**config.mk**
```make
export PLATFORM = sky130hd
export DESIGN_NAME = role_auth_gate
export DESIGN_NICKNAME = d
export VERILOG_FILES = /design/src/hdl/auth_gate_pkg.sv /design/src/hdl/role_auth_gate.sv
export SDC_FILE = /design/constraint.sdc
export NUM_CORES = 1
export LEC_CHECK = 0
export BUFFER_PORTS_ARGS = -buffer_cell sky130_fd_sc_hd__buf_4
export CORE_MARGIN = 10
export CORE_UTILIZATION = 35
export CTS_CLUSTER_SIZE = 30
export DETAILED_ROUTE_END_ITERATION = 10
export GPL_ROUTABILITY_DRIVEN = 1
export SETUP_SLACK_MARGIN = 0.4
export SLEW_MARGIN = 10
export SYNTH_ARGS = -nofsm -noshare
export SYNTH_HDL_FRONTEND = slang
export SYNTH_SLANG_ARGS = --single-unit
```
**constraint.sdc**
```tcl
create_clock -name clk -period 5.8 [get_ports clk]
set_input_delay 1.45 -clock clk [delete_from_list [all_inputs] [get_ports clk]]
set_output_delay 1.45 -clock clk [all_outputs]
set_load 0.1 [all_outputs]
```
**src/hdl/auth_gate_pkg.sv**
```systemverilog
/*
 * constants and types shared by the role gate and its data fifo.
 * assumes a single 250 MHz clock domain; secrets are compared upstream
 * as hashed digests, so this block only sees match results.
 */
package auth_gate_pkg;

    typedef enum logic [3:0] {
        ST_LOCKED = 4'b0001,
        ST_CONFIG = 4'b0010,
        ST_USER   = 4'b0100,
        ST_ERASE  = 4'b1000
    } role_e;

    localparam logic [3:0] FAIL_LIMIT   = 4'hF;
    localparam logic [3:0] FAIL_RESET   = 4'h0;
    localparam int         KEY_HALF_W   = 256;
    localparam logic [6:0] PW_MIN_BYTES = 7'h08;
    localparam logic [6:0] PW_MAX_BYTES = 7'h40;
    localparam int         DATA_W       = 32;
    localparam int         FIFO_DEPTH   = 8;

endpackage

```
**src/hdl/role_auth_gate.sv**
```systemverilog
/*
 * role gate: tracks the active role, counts failed attempts, triggers
 * erase, and passes media traffic through an 8-word fifo only when the
 * user role is active. assumes the failure count is mirrored in
 * nonvolatile storage by the caller via fail_cnt/fail_restore.
 */
`timescale 1ns/1ps

module gate_fifo #(
    parameter int WIDTH = 32,
    parameter int DEPTH = 8
) (
    input  wire logic             clk,
    input  wire logic             reset_n,
    input  wire logic             flush,
    // fill side
    input  wire logic             in_valid,
    output logic                  in_ready,
    input  wire logic [WIDTH-1:0] in_data,
    // drain side
    output logic                  out_valid,
    input  wire logic             out_ready,
    output logic      [WIDTH-1:0] out_data
);
    localparam int AW = $clog2(DEPTH);
    // refused at elaboration: pointers wrap on a power of two only
    if (DEPTH < 2 || (1 << AW) != DEPTH) begin : g_bad_depth
        $error("fifo depth must be a power of two >= 2");
    end
    logic [WIDTH-1:0] mem [DEPTH];
    logic [AW:0]      wr_q;
    logic [AW:0]      rd_q;
    wire              push = in_valid && in_ready;
    wire              pop  = out_valid && out_ready;
    assign in_ready  = (wr_q - rd_q) != (AW+1)'(DEPTH);
    assign out_valid = wr_q != rd_q;
    assign out_data  = mem[rd_q[AW-1:0]];
    always_ff @(posedge clk or negedge reset_n) begin
        if (!reset_n) begin
            wr_q <= '0;
            rd_q <= '0;
        end else if (flush) begin
            wr_q <= '0;
            rd_q <= '0;
        end else begin
            if (push)
                wr_q <= wr_q + 1'b1;
            if (pop)
                rd_q <= rd_q + 1'b1;
        end
    end
    always_ff @(posedge clk) begin
        if (push)
            mem[wr_q[AW-1:0]] <= in_data;
    end
endmodule

module role_auth_gate #(
    parameter int DATA_W = auth_gate_pkg::DATA_W,
    parameter int DEPTH  = auth_gate_pkg::FIFO_DEPTH
) (
    input  wire logic              clk,
    input  wire logic              reset_n,
    // authentication requests (one-cycle pulses)
    input  wire logic              cfg_auth_req,
    input  wire logic              cfg_pw_match,
    input  wire logic              user_auth_req,
    input  wire logic              user_pw_match,
    input  wire logic [6:0]        user_pw_len,
    input  wire logic              session_key_mode,
    input  wire logic              key_halves_differ,
    input  wire logic              logout_req,
    // nonvolatile failure count mirror
    input  wire logic              fail_restore,
    input  wire logic [3:0]        fail_nv_in,
    output logic       [3:0]       fail_cnt,
    // results
    output logic                   auth_ok,
    output logic                   auth_fail,
    output logic                   role_cfg,
    output logic                   role_user,
    output logic                   erase_req,
    input  wire logic              erase_done,
    // configuration command gate
    input  wire logic              cfg_cmd_valid,
    output logic                   cfg_cmd_accept,
    output logic                   cfg_cmd_reject,
    // host write stream to encrypt/media path
    input  wire logic              wr_valid,
    output logic                   wr_ready,
    input  wire logic [DATA_W-1:0] wr_data,
    output logic                   wr_refused,
    output logic                   enc_valid,
    input  wire logic              enc_ready,
    output logic      [DATA_W-1:0] enc_data,
    // host read requests
    input  wire logic              rd_req,
    output logic                   rd_grant,
    output logic                   rd_refused
);
    auth_gate_pkg::role_e role_q;
    auth_gate_pkg::role_e role_d;
    logic [3:0] fail_q;
    logic       ok_q;
    logic       fail_ev_q;

    // password length, or distinct key halves in session key mode, checked before matching
    wire pw_len_ok = user_pw_len >= auth_gate_pkg::PW_MIN_BYTES &&
                     user_pw_len <= auth_gate_pkg::PW_MAX_BYTES;
    wire user_cred = session_key_mode ? key_halves_differ
                                      : pw_len_ok;
    wire erasing   = role_q == auth_gate_pkg::ST_ERASE;
    wire cfg_try   = cfg_auth_req && !erasing;
    wire user_try  = user_auth_req && !cfg_auth_req && !erasing;
    wire try_ok    = (cfg_try && cfg_pw_match) ||
                     (user_try && user_pw_match && user_cred);
    wire try_bad   = (cfg_try || user_try) && !try_ok;
    wire at_limit  = try_bad &&
                     fail_q == auth_gate_pkg::FAIL_LIMIT - 4'h1;

    always_comb begin
        role_d = role_q;
        unique case (role_q)
            auth_gate_pkg::ST_LOCKED,
            auth_gate_pkg::ST_CONFIG,
            auth_gate_pkg::ST_USER: begin
                if (at_limit)
                    role_d = auth_gate_pkg::ST_ERASE;
                else if (cfg_try && cfg_pw_match)
                    role_d = auth_gate_pkg::ST_CONFIG;
                else if (try_ok)
                    role_d = auth_gate_pkg::ST_USER;
                else if (try_bad || logout_req)
                    role_d = auth_gate_pkg::ST_LOCKED;
            end
            auth_gate_pkg::ST_ERASE: begin
                if (erase_done)
                    role_d = auth_gate_pkg::ST_LOCKED;
            end
            default: role_d = auth_gate_pkg::ST_LOCKED;
        endcase
    end

    always_ff @(posedge clk or negedge reset_n) begin
        if (!reset_n)
            role_q <= auth_gate_pkg::ST_LOCKED;
        else
            role_q <= role_d;
    end

    always_ff @(posedge clk or negedge reset_n) begin
        if (!reset_n)
            fail_q <= auth_gate_pkg::FAIL_RESET;
        else if (fail_restore)
            fail_q <= fail_nv_in;
        else if (try_ok || (erasing && erase_done))
            fail_q <= auth_gate_pkg::FAIL_RESET;
        else if (try_bad && fail_q != auth_gate_pkg::FAIL_LIMIT)
            fail_q <= fail_q + 4'h1;
    end

    always_ff @(posedge clk or negedge reset_n) begin
        if (!reset_n) begin
            ok_q      <= 1'b0;
            fail_ev_q <= 1'b0;
        end else begin
            ok_q      <= try_ok;
            fail_ev_q <= try_bad;
        end
    end

    wire is_user = role_q == auth_gate_pkg::ST_USER;
    wire is_cfg  = role_q == auth_gate_pkg::ST_CONFIG;
    assign fail_cnt  = fail_q;
    assign auth_ok   = ok_q;
    assign auth_fail = fail_ev_q;
    assign role_cfg  = is_cfg;
    assign role_user = is_user;
    assign erase_req = erasing;

    assign cfg_cmd_accept = cfg_cmd_valid && is_cfg;
    assign cfg_cmd_reject = cfg_cmd_valid && !is_cfg;

    // media path only open to the authenticated user
    wire fifo_in_ready;
    assign wr_ready   = is_user && fifo_in_ready;
    assign wr_refused = wr_valid && !is_user;
    assign rd_grant   = rd_req && is_user;
    assign rd_refused = rd_req && !is_user;

    gate_fifo #(
        .WIDTH (DATA_W),
        .DEPTH (DEPTH)
    ) u_fifo (
        .clk       (clk),
        .reset_n   (reset_n),
        .flush     (!is_user),
        .in_valid  (wr_valid && is_user),
        .in_ready  (fifo_in_ready),
        .in_data   (wr_data),
        .out_valid (enc_valid),
        .out_ready (enc_ready),
        .out_data  (enc_data)
    );

    property p_no_media_locked;
        @(posedge clk) disable iff (!reset_n)
        !is_user |-> !wr_ready && !rd_grant;
    endproperty
    a_no_media_locked: assert property (p_no_media_locked)
        else $error("media access while not user");

    property p_one_role;
        @(posedge clk) disable iff (!reset_n)
        !(role_cfg && role_user);
    endproperty
    a_one_role: assert property (p_one_role)
        else $error("two roles active");

    property p_cfg_only;
        @(posedge clk) disable iff (!reset_n)
        cfg_cmd_valid && !role_cfg |-> !cfg_cmd_accept;
    endproperty
    a_cfg_only: assert property (p_cfg_only)
        else $error("config command outside config role");

    property p_user_after_ok;
        @(posedge clk) disable iff (!reset_n)
        $rose(role_user) |-> auth_ok;
    endproperty
    a_user_after_ok: assert property (p_user_after_ok)
        else $error("user role without authentication");

    property p_erase_at_limit;
        @(posedge clk) disable iff (!reset_n)
        at_limit && !fail_restore |=> erase_req && fail_cnt == 4'hF;
    endproperty
    a_erase_at_limit: assert property (p_erase_at_limit)
        else $error("limit reached without erase");

    property p_clear_on_ok;
        @(posedge clk) disable iff (!reset_n)
        try_ok && !fail_restore |=> fail_cnt == 4'h0 ##0 auth_ok;
    endproperty
    a_clear_on_ok: assert property (p_clear_on_ok)
        else $error("fail count not cleared");

    property p_fail_count;
        @(posedge clk) disable iff (!reset_n)
        try_bad && !fail_restore && fail_q < 4'hF
            |=> fail_cnt == $past(fail_q) + 4'h1;
    endproperty
    a_fail_count: assert property (p_fail_count)
        else $error("failure not counted");

    property p_short_pw;
        @(posedge clk) disable iff (!reset_n)
        user_try && !session_key_mode && user_pw_len < 7'h08
            |=> !role_user;
    endproperty
    a_short_pw: assert property (p_short_pw)
        else $error("short password accepted");

    property p_same_halves;
        @(posedge clk) disable iff (!reset_n)
        user_try && session_key_mode && !key_halves_differ
            |=> auth_fail;
    endproperty
    a_same_halves: assert property (p_same_halves)
        else $error("equal key halves accepted");
endmodule

```
-- Word-level counts from Yosys, hierarchy flattened
Memory sizes are Yosys's and may differ from the RTL's.
Index checks and enable logic that the tools add are counted.
- muxes and demuxes: 16
- magnitude comparators: 2
- $add $sub $neg: 4
- reductions and logical operators: 32
- equality and inequality tests: 12
- operators with widths (kind ; number):
    $mux W4 ; 12
    $logic_and A1 B1 Y1 ; 20
    $add A4 B1 Y4 const B ; 3
    $eq A4 B4 Y1 const B ; 2
    $ne A4 B4 Y1 const B ; 2
    $pmux W4 S2 ; 1
    $ge A7 B4 Y1 const B ; 1
    $le A7 B7 Y1 const B ; 1
    $logic_not A1 Y1 ; 5
    $ne A5 B5 Y1 const B ; 1
    $eq A4 B1 Y1 const B ; 1
    $eq A4 B2 Y1 const B ; 1
    $eq A4 B3 Y1 const B ; 1
    $logic_or A1 B1 Y1 ; 4
    $ne A2 B1 Y1 const B ; 2
    $ne A4 B4 Y1 ; 1
    $sub A4 B4 Y4 ; 1
    $mux W1 ; 3
    $reduce_bool A3 Y1 ; 1
    $reduce_or A3 Y1 ; 1
    $ne A2 B2 Y1 const B ; 1
    $reduce_and A2 Y1 ; 1
- bits in registers: 18
- output and inout bits: 48
- RAM bits: 256
- memories kept: 1
- bits of input ports: 58
- memory list (memory ; words ; width ; read ports ; clocked after Yosys merged registers in ; write ports ; RTL line ; RTL):
    u_fifo.mem ; 8 ; 32 ; 1 ; 0 ; 1 ; role_auth_gate.sv:30 ; logic [WIDTH-1:0] mem [DEPTH];

-- Depth between registers and ports, before layout
Gate-level depths: netlist of run 1.
- depth in word-level cells: 14
- gate-level depth with buffers: 9

-- Cells and area by module
Synthesis of run 1 repeated with hierarchy kept, for this count alone.
- cells, all modules: 580
- area total of the unflattened synthesis: 10905.5 um2
- by module, submodules not included (module ; cells an instance ; area each (um2) ; instances ; sequential area each (um2)):
    gate_fifo ; 505 ; 10201.0 ; 1 ; 7887.6
    role_auth_gate ; 75 ; 704.4 ; 1 ; 251.5

-- Least setup slack after synthesis of run 1
OpenSTA, ideal clock, no wires.
- kind: register -> output
- from: register role_q[2]
- to: output port cfg_cmd_reject
- buffers on the path: 0
- data arrival time: 5396 ps
- slack: -1046 ps
- cell stages (with the launch flop): 3
- path through: dfrtp_1 > nor4b_1 > nor2b_1
- word-level cells in the longest chain between the ends: 3
- RTL lines (element ; RTL line ; RTL):
    start, declared ; role_auth_gate.sv:101 ; auth_gate_pkg::role_e role_q;
    start signal, assigned ; role_auth_gate.sv:146 ; role_q <= auth_gate_pkg::ST_LOCKED;
    start signal, assigned ; role_auth_gate.sv:148 ; role_q <= role_d;
    $eq A4 B2 Y1 ; role_auth_gate.sv:173 ; wire is_cfg = role_q == auth_gate_pkg::ST_CONFIG;
    via role_cfg ; role_auth_gate.sv:80 ; output logic role_cfg,
    $logic_not A1 Y1 ; role_auth_gate.sv:182 ; assign cfg_cmd_reject = cfg_cmd_valid && !is_cfg;
    $logic_and A1 B1 Y1 ; role_auth_gate.sv:182 ;
    end, declared ; role_auth_gate.sv:87 ; output logic cfg_cmd_reject,
The timed path passes the listed nets, and every way through them passes these cells.

-- Worst setup path in the final report of run 1
- from: register u_fifo.rd_q[2]
- to: output port wr_ready
- word-level cells in the longest chain between the ends: 3
- RTL lines (element ; RTL line ; RTL):
    start, declared ; role_auth_gate.sv:32 ; logic [AW:0] rd_q;
    start signal, assigned ; role_auth_gate.sv:49 ; rd_q <= rd_q + 1'b1;
    $sub A4 B4 Y4 ; role_auth_gate.sv:35 ; assign in_ready = (wr_q - rd_q) != (AW+1)'(DEPTH);
    $ne A4 B4 Y1 ; role_auth_gate.sv:35 ;
    $logic_and A1 B1 Y1 ; role_auth_gate.sv:186 ; assign wr_ready = is_user && fifo_in_ready;
    end, declared ; role_auth_gate.sv:90 ; output logic wr_ready,
Every way passes these cells.

==> results.sh, run 1 <==
export IMPL_htreeDepth=1
export IMPL_rsz0062_at_grt="no"
export IMPL_critPathLaunchType="flip-flop"
export IMPL_portBuffers=105
export IMPL_multi_input_area_um2=2630
export IMPL_min_to="role_q[0]"
export IMPL_synth_area_um2=10900
export IMPL_synth_compound_area_share_pct=2.34
export IMPL_dp_hpwl_mm=13.7
export IMPL_clock_path_buffers=3
export IMPL_tightest_slew_ns=1.13
export IMPL_drc_errors=0
export IMPL_post_route_util_pct=42.4
export IMPL_wl_met3_mm=1.38
export IMPL_fin_crit_ns=4.34
export IMPL_relSlewSlack_pct=24.6
export IMPL_crit_fanout=34
export IMPL_insertion_delay_ns=0.52
export IMPL_avgViaCountPerCell=5.04
export IMPL_vias=5640
export IMPL_cp_end_kind="primary output"
export IMPL_nets=770
export IMPL_post_synth_num_cell_types=49
export IMPL_switching_share_pct=20.5
export IMPL_cellPowerDensity_nw_per_um2=303
export IMPL_r2r_end="u_fifo.mem[1][0]"
export IMPL_grt_pass1_vias=5937
export IMPL_grt_usage_pct=11.8
export IMPL_area_growth_pct=19.6
export IMPL_arrival_ns=2.89
export IMPL_dp_cells=1072
export IMPL_rr_startpoint="u_fifo.rd_q[2]"
export IMPL_post_cts_setup_buffers=0
export IMPL_root_buffer="clkbuf_16"
export IMPL_drt_wl_total_mm=23.1
export IMPL_tns_ns=0
export IMPL_synth_flop_cell="edfxtp_1"
export IMPL_numCtsBuffers=27
export IMPL_crit_type="flip-flop to primary output"
export IMPL_postCtsHoldBufs=0
export IMPL_synth_edf_count=256
export IMPL_final_setup_viol_count=0
export IMPL_cts_sinks=274
export IMPL_fill_cells=2764
export IMPL_p_switching_w=0.000808
export IMPL_pwr_share_clk_pct=40.3
export IMPL_wl_per_cell_um=20.6
export IMPL_final_seq_area_um2=8150
export IMPL_first_pass_iters=4
export IMPL_wirelength_met1_mm=10.2
export IMPL_avgSynthCellArea_um2=18.5
export IMPL_skew_ns=0.00923
export IMPL_start_util_pct=35.5
export IMPL_crit_required_ns=4.35
export IMPL_die_area_um2=38400
export IMPL_final_area_um2=13000
export IMPL_synth_mux_area_share_pct=13.4
export IMPL_p_leak_nw=4.39
export IMPL_reg2reg_depth=8
export IMPL_gp_congestion=0.767
export IMPL_final_layout_size_suffix_gt1_share_pct=32.6
export IMPL_drv_slew=0
export IMPL_grt_ovfl_total=0
export IMPL_chipWidth_um=196
export IMPL_p_int_w=0.00312
export IMPL_finalCritPeriodShare_pct=74.9
export IMPL_combPwrFrac_pct=4.3
export IMPL_dr_max_layer_used="met5"
export IMPL_synth_nets=650
export IMPL_placedInstanceArea_um2=12200
export IMPL_hold_viol=0
export IMPL_synth_fa_ha_area_share_pct=0.807
export IMPL_min_from="role_q[0]"
export IMPL_ctsResizeCount=0
export IMPL_synth_xor_area_share_pct=0.484
export IMPL_hold_class="flip-flop to flip-flop"
export IMPL_outcome="finished, final reports clean"
export IMPL_ys_ff_latch=274
export IMPL_ir_worst_vdd_v=0.000227
export IMPL_antenna_found_initial=1
export IMPL_grt_pass1_wl_mm=35.9
export IMPL_met2_length_mm=11.1
export IMPL_core_um2=30600
export IMPL_rows=64
export IMPL_ys_async_sr_fraction_pct=6.57
export IMPL_yosys_warnings=0
export IMPL_ys_seq_area_share_pct=75.0
export IMPL_synth_cells=585
export IMPL_grt_max_degree=48
export IMPL_clk_transition_reported_paths_ns=0.06
export IMPL_drtAntennaViolNets=0
export IMPL_hold_depth=2
export IMPL_io_pins=106
export IMPL_p_seq_share_pct=55.4
export IMPL_r2r_slack_ns=1.93
export IMPL_yosys_area_share_simple_pct=6.71
export IMPL_antenna_cells=0
export IMPL_max_clock_freq_mhz=230
export IMPL_chipHeight_um=196
export IMPL_synth_top_family_by_area="multiplexers"
export IMPL_maxCapViolCount=0
export IMPL_drtIter0Drc=255
export IMPL_cts_tree="done"
export IMPL_instances_no_fill=1120
[how the worst max path moves through the flow]
stage,startpoint,endpoint,cells past startpoint
finish,u_fifo.rd_q[2],wr_ready,6
global route,u_fifo.rd_q[2],wr_ready,6
CTS,u_fifo.rd_q[2],wr_ready,6
detailed placement,u_fifo.rd_q[2],u_fifo.mem[1][14],8
global placement,u_fifo.rd_q[2],u_fifo.mem[1][14],8
floorplan,u_fifo.rd_q[1],u_fifo.mem[0][0],9
[layout make-up]
class | instances | area share (%)
Clock buffer | 39 | 5.55
Clock inverter | 9 | 0.530
Inverter | 11 | 0.337
Multi-Input combinational cell | 277 | 20.3
Sequential cell | 274 | 62.8
Tap cell | 396 | 3.82
Timing Repair Buffer | 114 | 6.69
[metal layers]
metal | GRT usage [%] | vias up
met5 | 0 | -
met4 | 2.04 | 2
met1 | 16.0 | 2902
li1 | - | 2561
met2 | 19.1 | 142
met3 | 2.93 | 33
[flip-flops by register name (all words and copies together), names as in the netlist]
register / cells
auth_ok: 1
u_fifo.rd_q: 4
u_fifo.mem: 256
auth_fail: 1
u_fifo.wr_q: 4
fail_cnt: 4
role_q: 4
[Yosys cell counts, types with 4 or more instances]
cell type	instances	area [um^2]
buf_1	4	15.0
ha_1	7	87.6
nand2_1	112	420
inv_1	8	30.0
a21oi_1	10	50.1
dfrtp_1	17	425
nor3_1	6	30.0
o21ai_0	4	20.0
nor2_1	16	60.1
mux4_2	64	1440
edfxtp_1	256	7690
clkbuf_1	12	45.0
nand3_1	10	50.1
nor2b_1	4	25.0
buf_2	7	35.0
[per-stage QoR]
step	total power, W	setup slack, ns	hold WS (ns)
final	0.00393	1.46	0.552
after global routing	0.00408	1.26	0.600
after CTS	0.00398	1.39	0.558
after detailed placement	0.00239	1.88	0.549
after global placement	0.00239	1.96	0.545
after floorplan	0.00231	0.913	0.522
[kinds of logic after synthesis]
kind of cell / Yosys count
AOI/OAI and AO/OA: 32
DFF: 274
adders and majority gates: 7
and+or+nand+nor: 167
xor gates and xnor gates: 6
buffers and inverters: 34
muxes: 65
[critical path: stages (launching register included)]
cell	delay, ns
dfrtp_2	0.40
inv_2	0.57
ha_1	0.40
a21oi_1	0.20
a21oi_1	0.12
o41a_1	0.44
buf_4	0.24
[cell usage in the layout, fill, tap and decap left out, types with 5 or more instances in the layout]
master	n
ha_1	7
buf_4	113
a21oi_1	10
nor2_1	11
clkbuf_16	27
edfxtp_1	256
dfrtp_1	14
nand3_1	10
nand2_1	112
nor2_4	5
clkbuf_1	12
inv_1	8
mux4_2	64
[power by group through the flow]
stage / combinational, W / clock, W / sequential, W
after global routing: 0.000183 / 0.00172 / 0.00218
after global placement: 0.000169 / 0 / 0.00222
after detailed placement: 0.000171 / 0 / 0.00222
final: 0.000169 / 0.00158 / 0.00218
after floorplan: 0.0000545 / 0 / 0.00226
after CTS: 0.000172 / 0.00163 / 0.00218
No activity file was read; power rests on OpenSTA's default activity.
==> run 2, diff against run 1 <==
clock period = 3.6 ns   (was 5.8 ns; I/O delays follow)
==> results.sh, run 2 (synthesized netlist as in run 1, its figures left out) <==
export IMPL_avgViaCountPerCell=5.09
export IMPL_ir_worst_vdd_v=0.000306
export IMPL_crit_type="flip-flop to primary output"
export IMPL_pwr_share_clk_pct=42.7
export IMPL_insertion_delay_ns=0.54
export IMPL_drv_slew=0
export IMPL_outcome="finished, final reports clean"
export IMPL_r2r_slack_ns=0.57
export IMPL_combPwrFrac_pct=4.3
export IMPL_p_int_w=0.00522
export IMPL_switching_share_pct=21.1
export IMPL_hold_class="input pin to asynchronous set/reset pin"
export IMPL_final_setup_viol_count=0
export IMPL_crit_fanout=5
export IMPL_io_pins=106
export IMPL_largest_register_ffs=256
export IMPL_cp_end_kind="primary output"
export IMPL_p_seq_share_pct=53.1
export IMPL_vias=5853
export IMPL_die_area_um2=38400
export IMPL_finalCritPeriodShare_pct=89.2
export IMPL_critPathLaunchType="flip-flop"
export IMPL_drc_errors=0
export IMPL_post_route_util_pct=45.6
export IMPL_portBuffers=105
export IMPL_fin_crit_ns=3.21
export IMPL_cellPowerDensity_nw_per_um2=475
export IMPL_r2r_end="u_fifo.mem[7][12]"
export IMPL_grt_usage_pct=12.9
export IMPL_power_w=0.00662
export IMPL_relSlewSlack_pct=37.4
export IMPL_grt_pass1_vias=6223
export IMPL_rr_startpoint="u_fifo.rd_q[0]"
export IMPL_hold_viol=0
export IMPL_clock_path_buffers=3
export IMPL_gp_congestion=0.803
export IMPL_first_pass_iters=4
export IMPL_arrival_ns=2.31
export IMPL_p_switching_w=0.00140
export IMPL_chipWidth_um=196
export IMPL_grt_ovfl_total=0
export IMPL_chipHeight_um=196
export IMPL_rows=64
export IMPL_root_buffer="clkbuf_16"
export IMPL_rsz0062_at_grt="yes"
export IMPL_clk_transition_reported_paths_ns=0.07
export IMPL_drt_wl_total_mm=25.6
export IMPL_tightest_slew_ns=0.936
export IMPL_placedInstanceArea_um2=12300
export IMPL_reg2reg_depth=7
export IMPL_cts_sinks=274
export IMPL_crit_required_ns=2.70
export IMPL_final_common_cell="edfxtp_1"
export IMPL_start_util_pct=35.5
export IMPL_dp_hpwl_mm=14.4
export IMPL_drtAntennaViolNets=0
export IMPL_maxCapViolCount=0
export IMPL_antenna_cells=0
export IMPL_grt_pass1_wl_mm=38.5
export IMPL_drtIter0Drc=424
export IMPL_final_area_um2=13900
export IMPL_numCtsBuffers=29
export IMPL_tns_ns=0
export IMPL_grt_max_degree=68
export IMPL_final_layout_size_suffix_gt1_share_pct=42.0
export IMPL_skew_ns=0.0206
export IMPL_area_growth_pct=28.4
export IMPL_wl_per_cell_um=22.3
export IMPL_cts_tree="done"
export IMPL_nets=797
export IMPL_antenna_found_initial=0
export IMPL_max_clock_freq_mhz=311
export IMPL_core_um2=30600
export IMPL_p_leak_nw=4.75
export IMPL_htreeDepth=1
export IMPL_layout_common_cells="256 x edfxtp_1, 100 x buf_4, 82 x nand2_1"
-- run 2: cell count changes in the layout (fill, tap and decap cells not counted), sizes merged --
cell / previous run / this run
clkinv: 7 / 11
clkinvlp: 1 / 3
buf: 114 / 137
inv: 11 / 12
-- run 2: cell type report --
| cell class | count | area [um^2] |
|---|---|---|
| fillers | 2631 | 16700 |
| clock inverters | 16 | 123 |
| flip-flops and latches | 274 | 8150 |
| well taps | 396 | 495 |
| inverters | 11 | 47.5 |
| multi-input cells | 277 | 2800 |
| clock buffers | 37 | 796 |
| repair buffers | 139 | 1520 |
-- run 2: worst max path at each step --
stage | startpoint | end | slack, ns | cells past startpoint
after floorplan | role_q[0] | rd_refused | 0.20 | 5
after global placement | u_fifo.wr_q[0] | u_fifo.mem[7][11] | 0.46 | 8
after detailed placement | u_fifo.wr_q[0] | u_fifo.mem[7][12] | 0.44 | 8
after CTS | u_fifo.rd_q[0] | enc_data[30] | 0.37 | 6
after global routing | u_fifo.rd_q[1] | wr_ready | 0.33 | 6
final | u_fifo.rd_q[0] | wr_ready | 0.39 | 5
-- run 2: power by group through the flow --
stage	Clock (W)	Combinational, W	Sequential (W)
3_5_place_dp	0	0.000278	0.00358
3_3_place_gp	0	0.000264	0.00358
2_1_floorplan	0	0.0000897	0.00364
6_report	0.00283	0.000281	0.00351
5_1_grt	0.00303	0.000300	0.00351
4_1_cts	0.00288	0.000280	0.00351
-- run 2: stage by stage --
| step | hold slack, ns | cells | worst slack (ns) |
|---|---|---|---|
| final | 0.225 | 1150 | 0.389 |
| after global routing | 0.223 | 1150 | 0.331 |
| after CTS | 0.212 | 1147 | 0.367 |
| after detailed placement | 0.565 | 1084 | 0.439 |
| after global placement | 0.546 | 1084 | 0.463 |
| after floorplan | 0.527 | 585 | 0.201 |
-- run 2: worst max-delay path: stages, from the launching register on --
cell,delay (ns)
dfrtp_4,0.57
ha_2,0.21
nand3b_1,0.18
and3_4,0.18
o41a_4,0.44
buf_12,0.18
-- run 2: routing by layer --
layer / up-vias / GRT usage [%] / part of all wire [%]
li1: 2610 / - / -
met4: 0 / 2.63 / 1.3
met3: 34 / 3.43 / 6.8
met5: - / 0 / 0
met1: 3013 / 16.7 / 42
met2: 196 / 21.5 / 50
-- run 2: timing repair --
action / CTS / global route
gates resized for setup: 45 / 68
setup endpoints to repair: 37 / 53
buffers inserted: 4 / 1
hold endpoints to repair: 0 / 0
pin swaps: 1 / 5
cloned: 6 / 2
hold buffers: 0 / 0
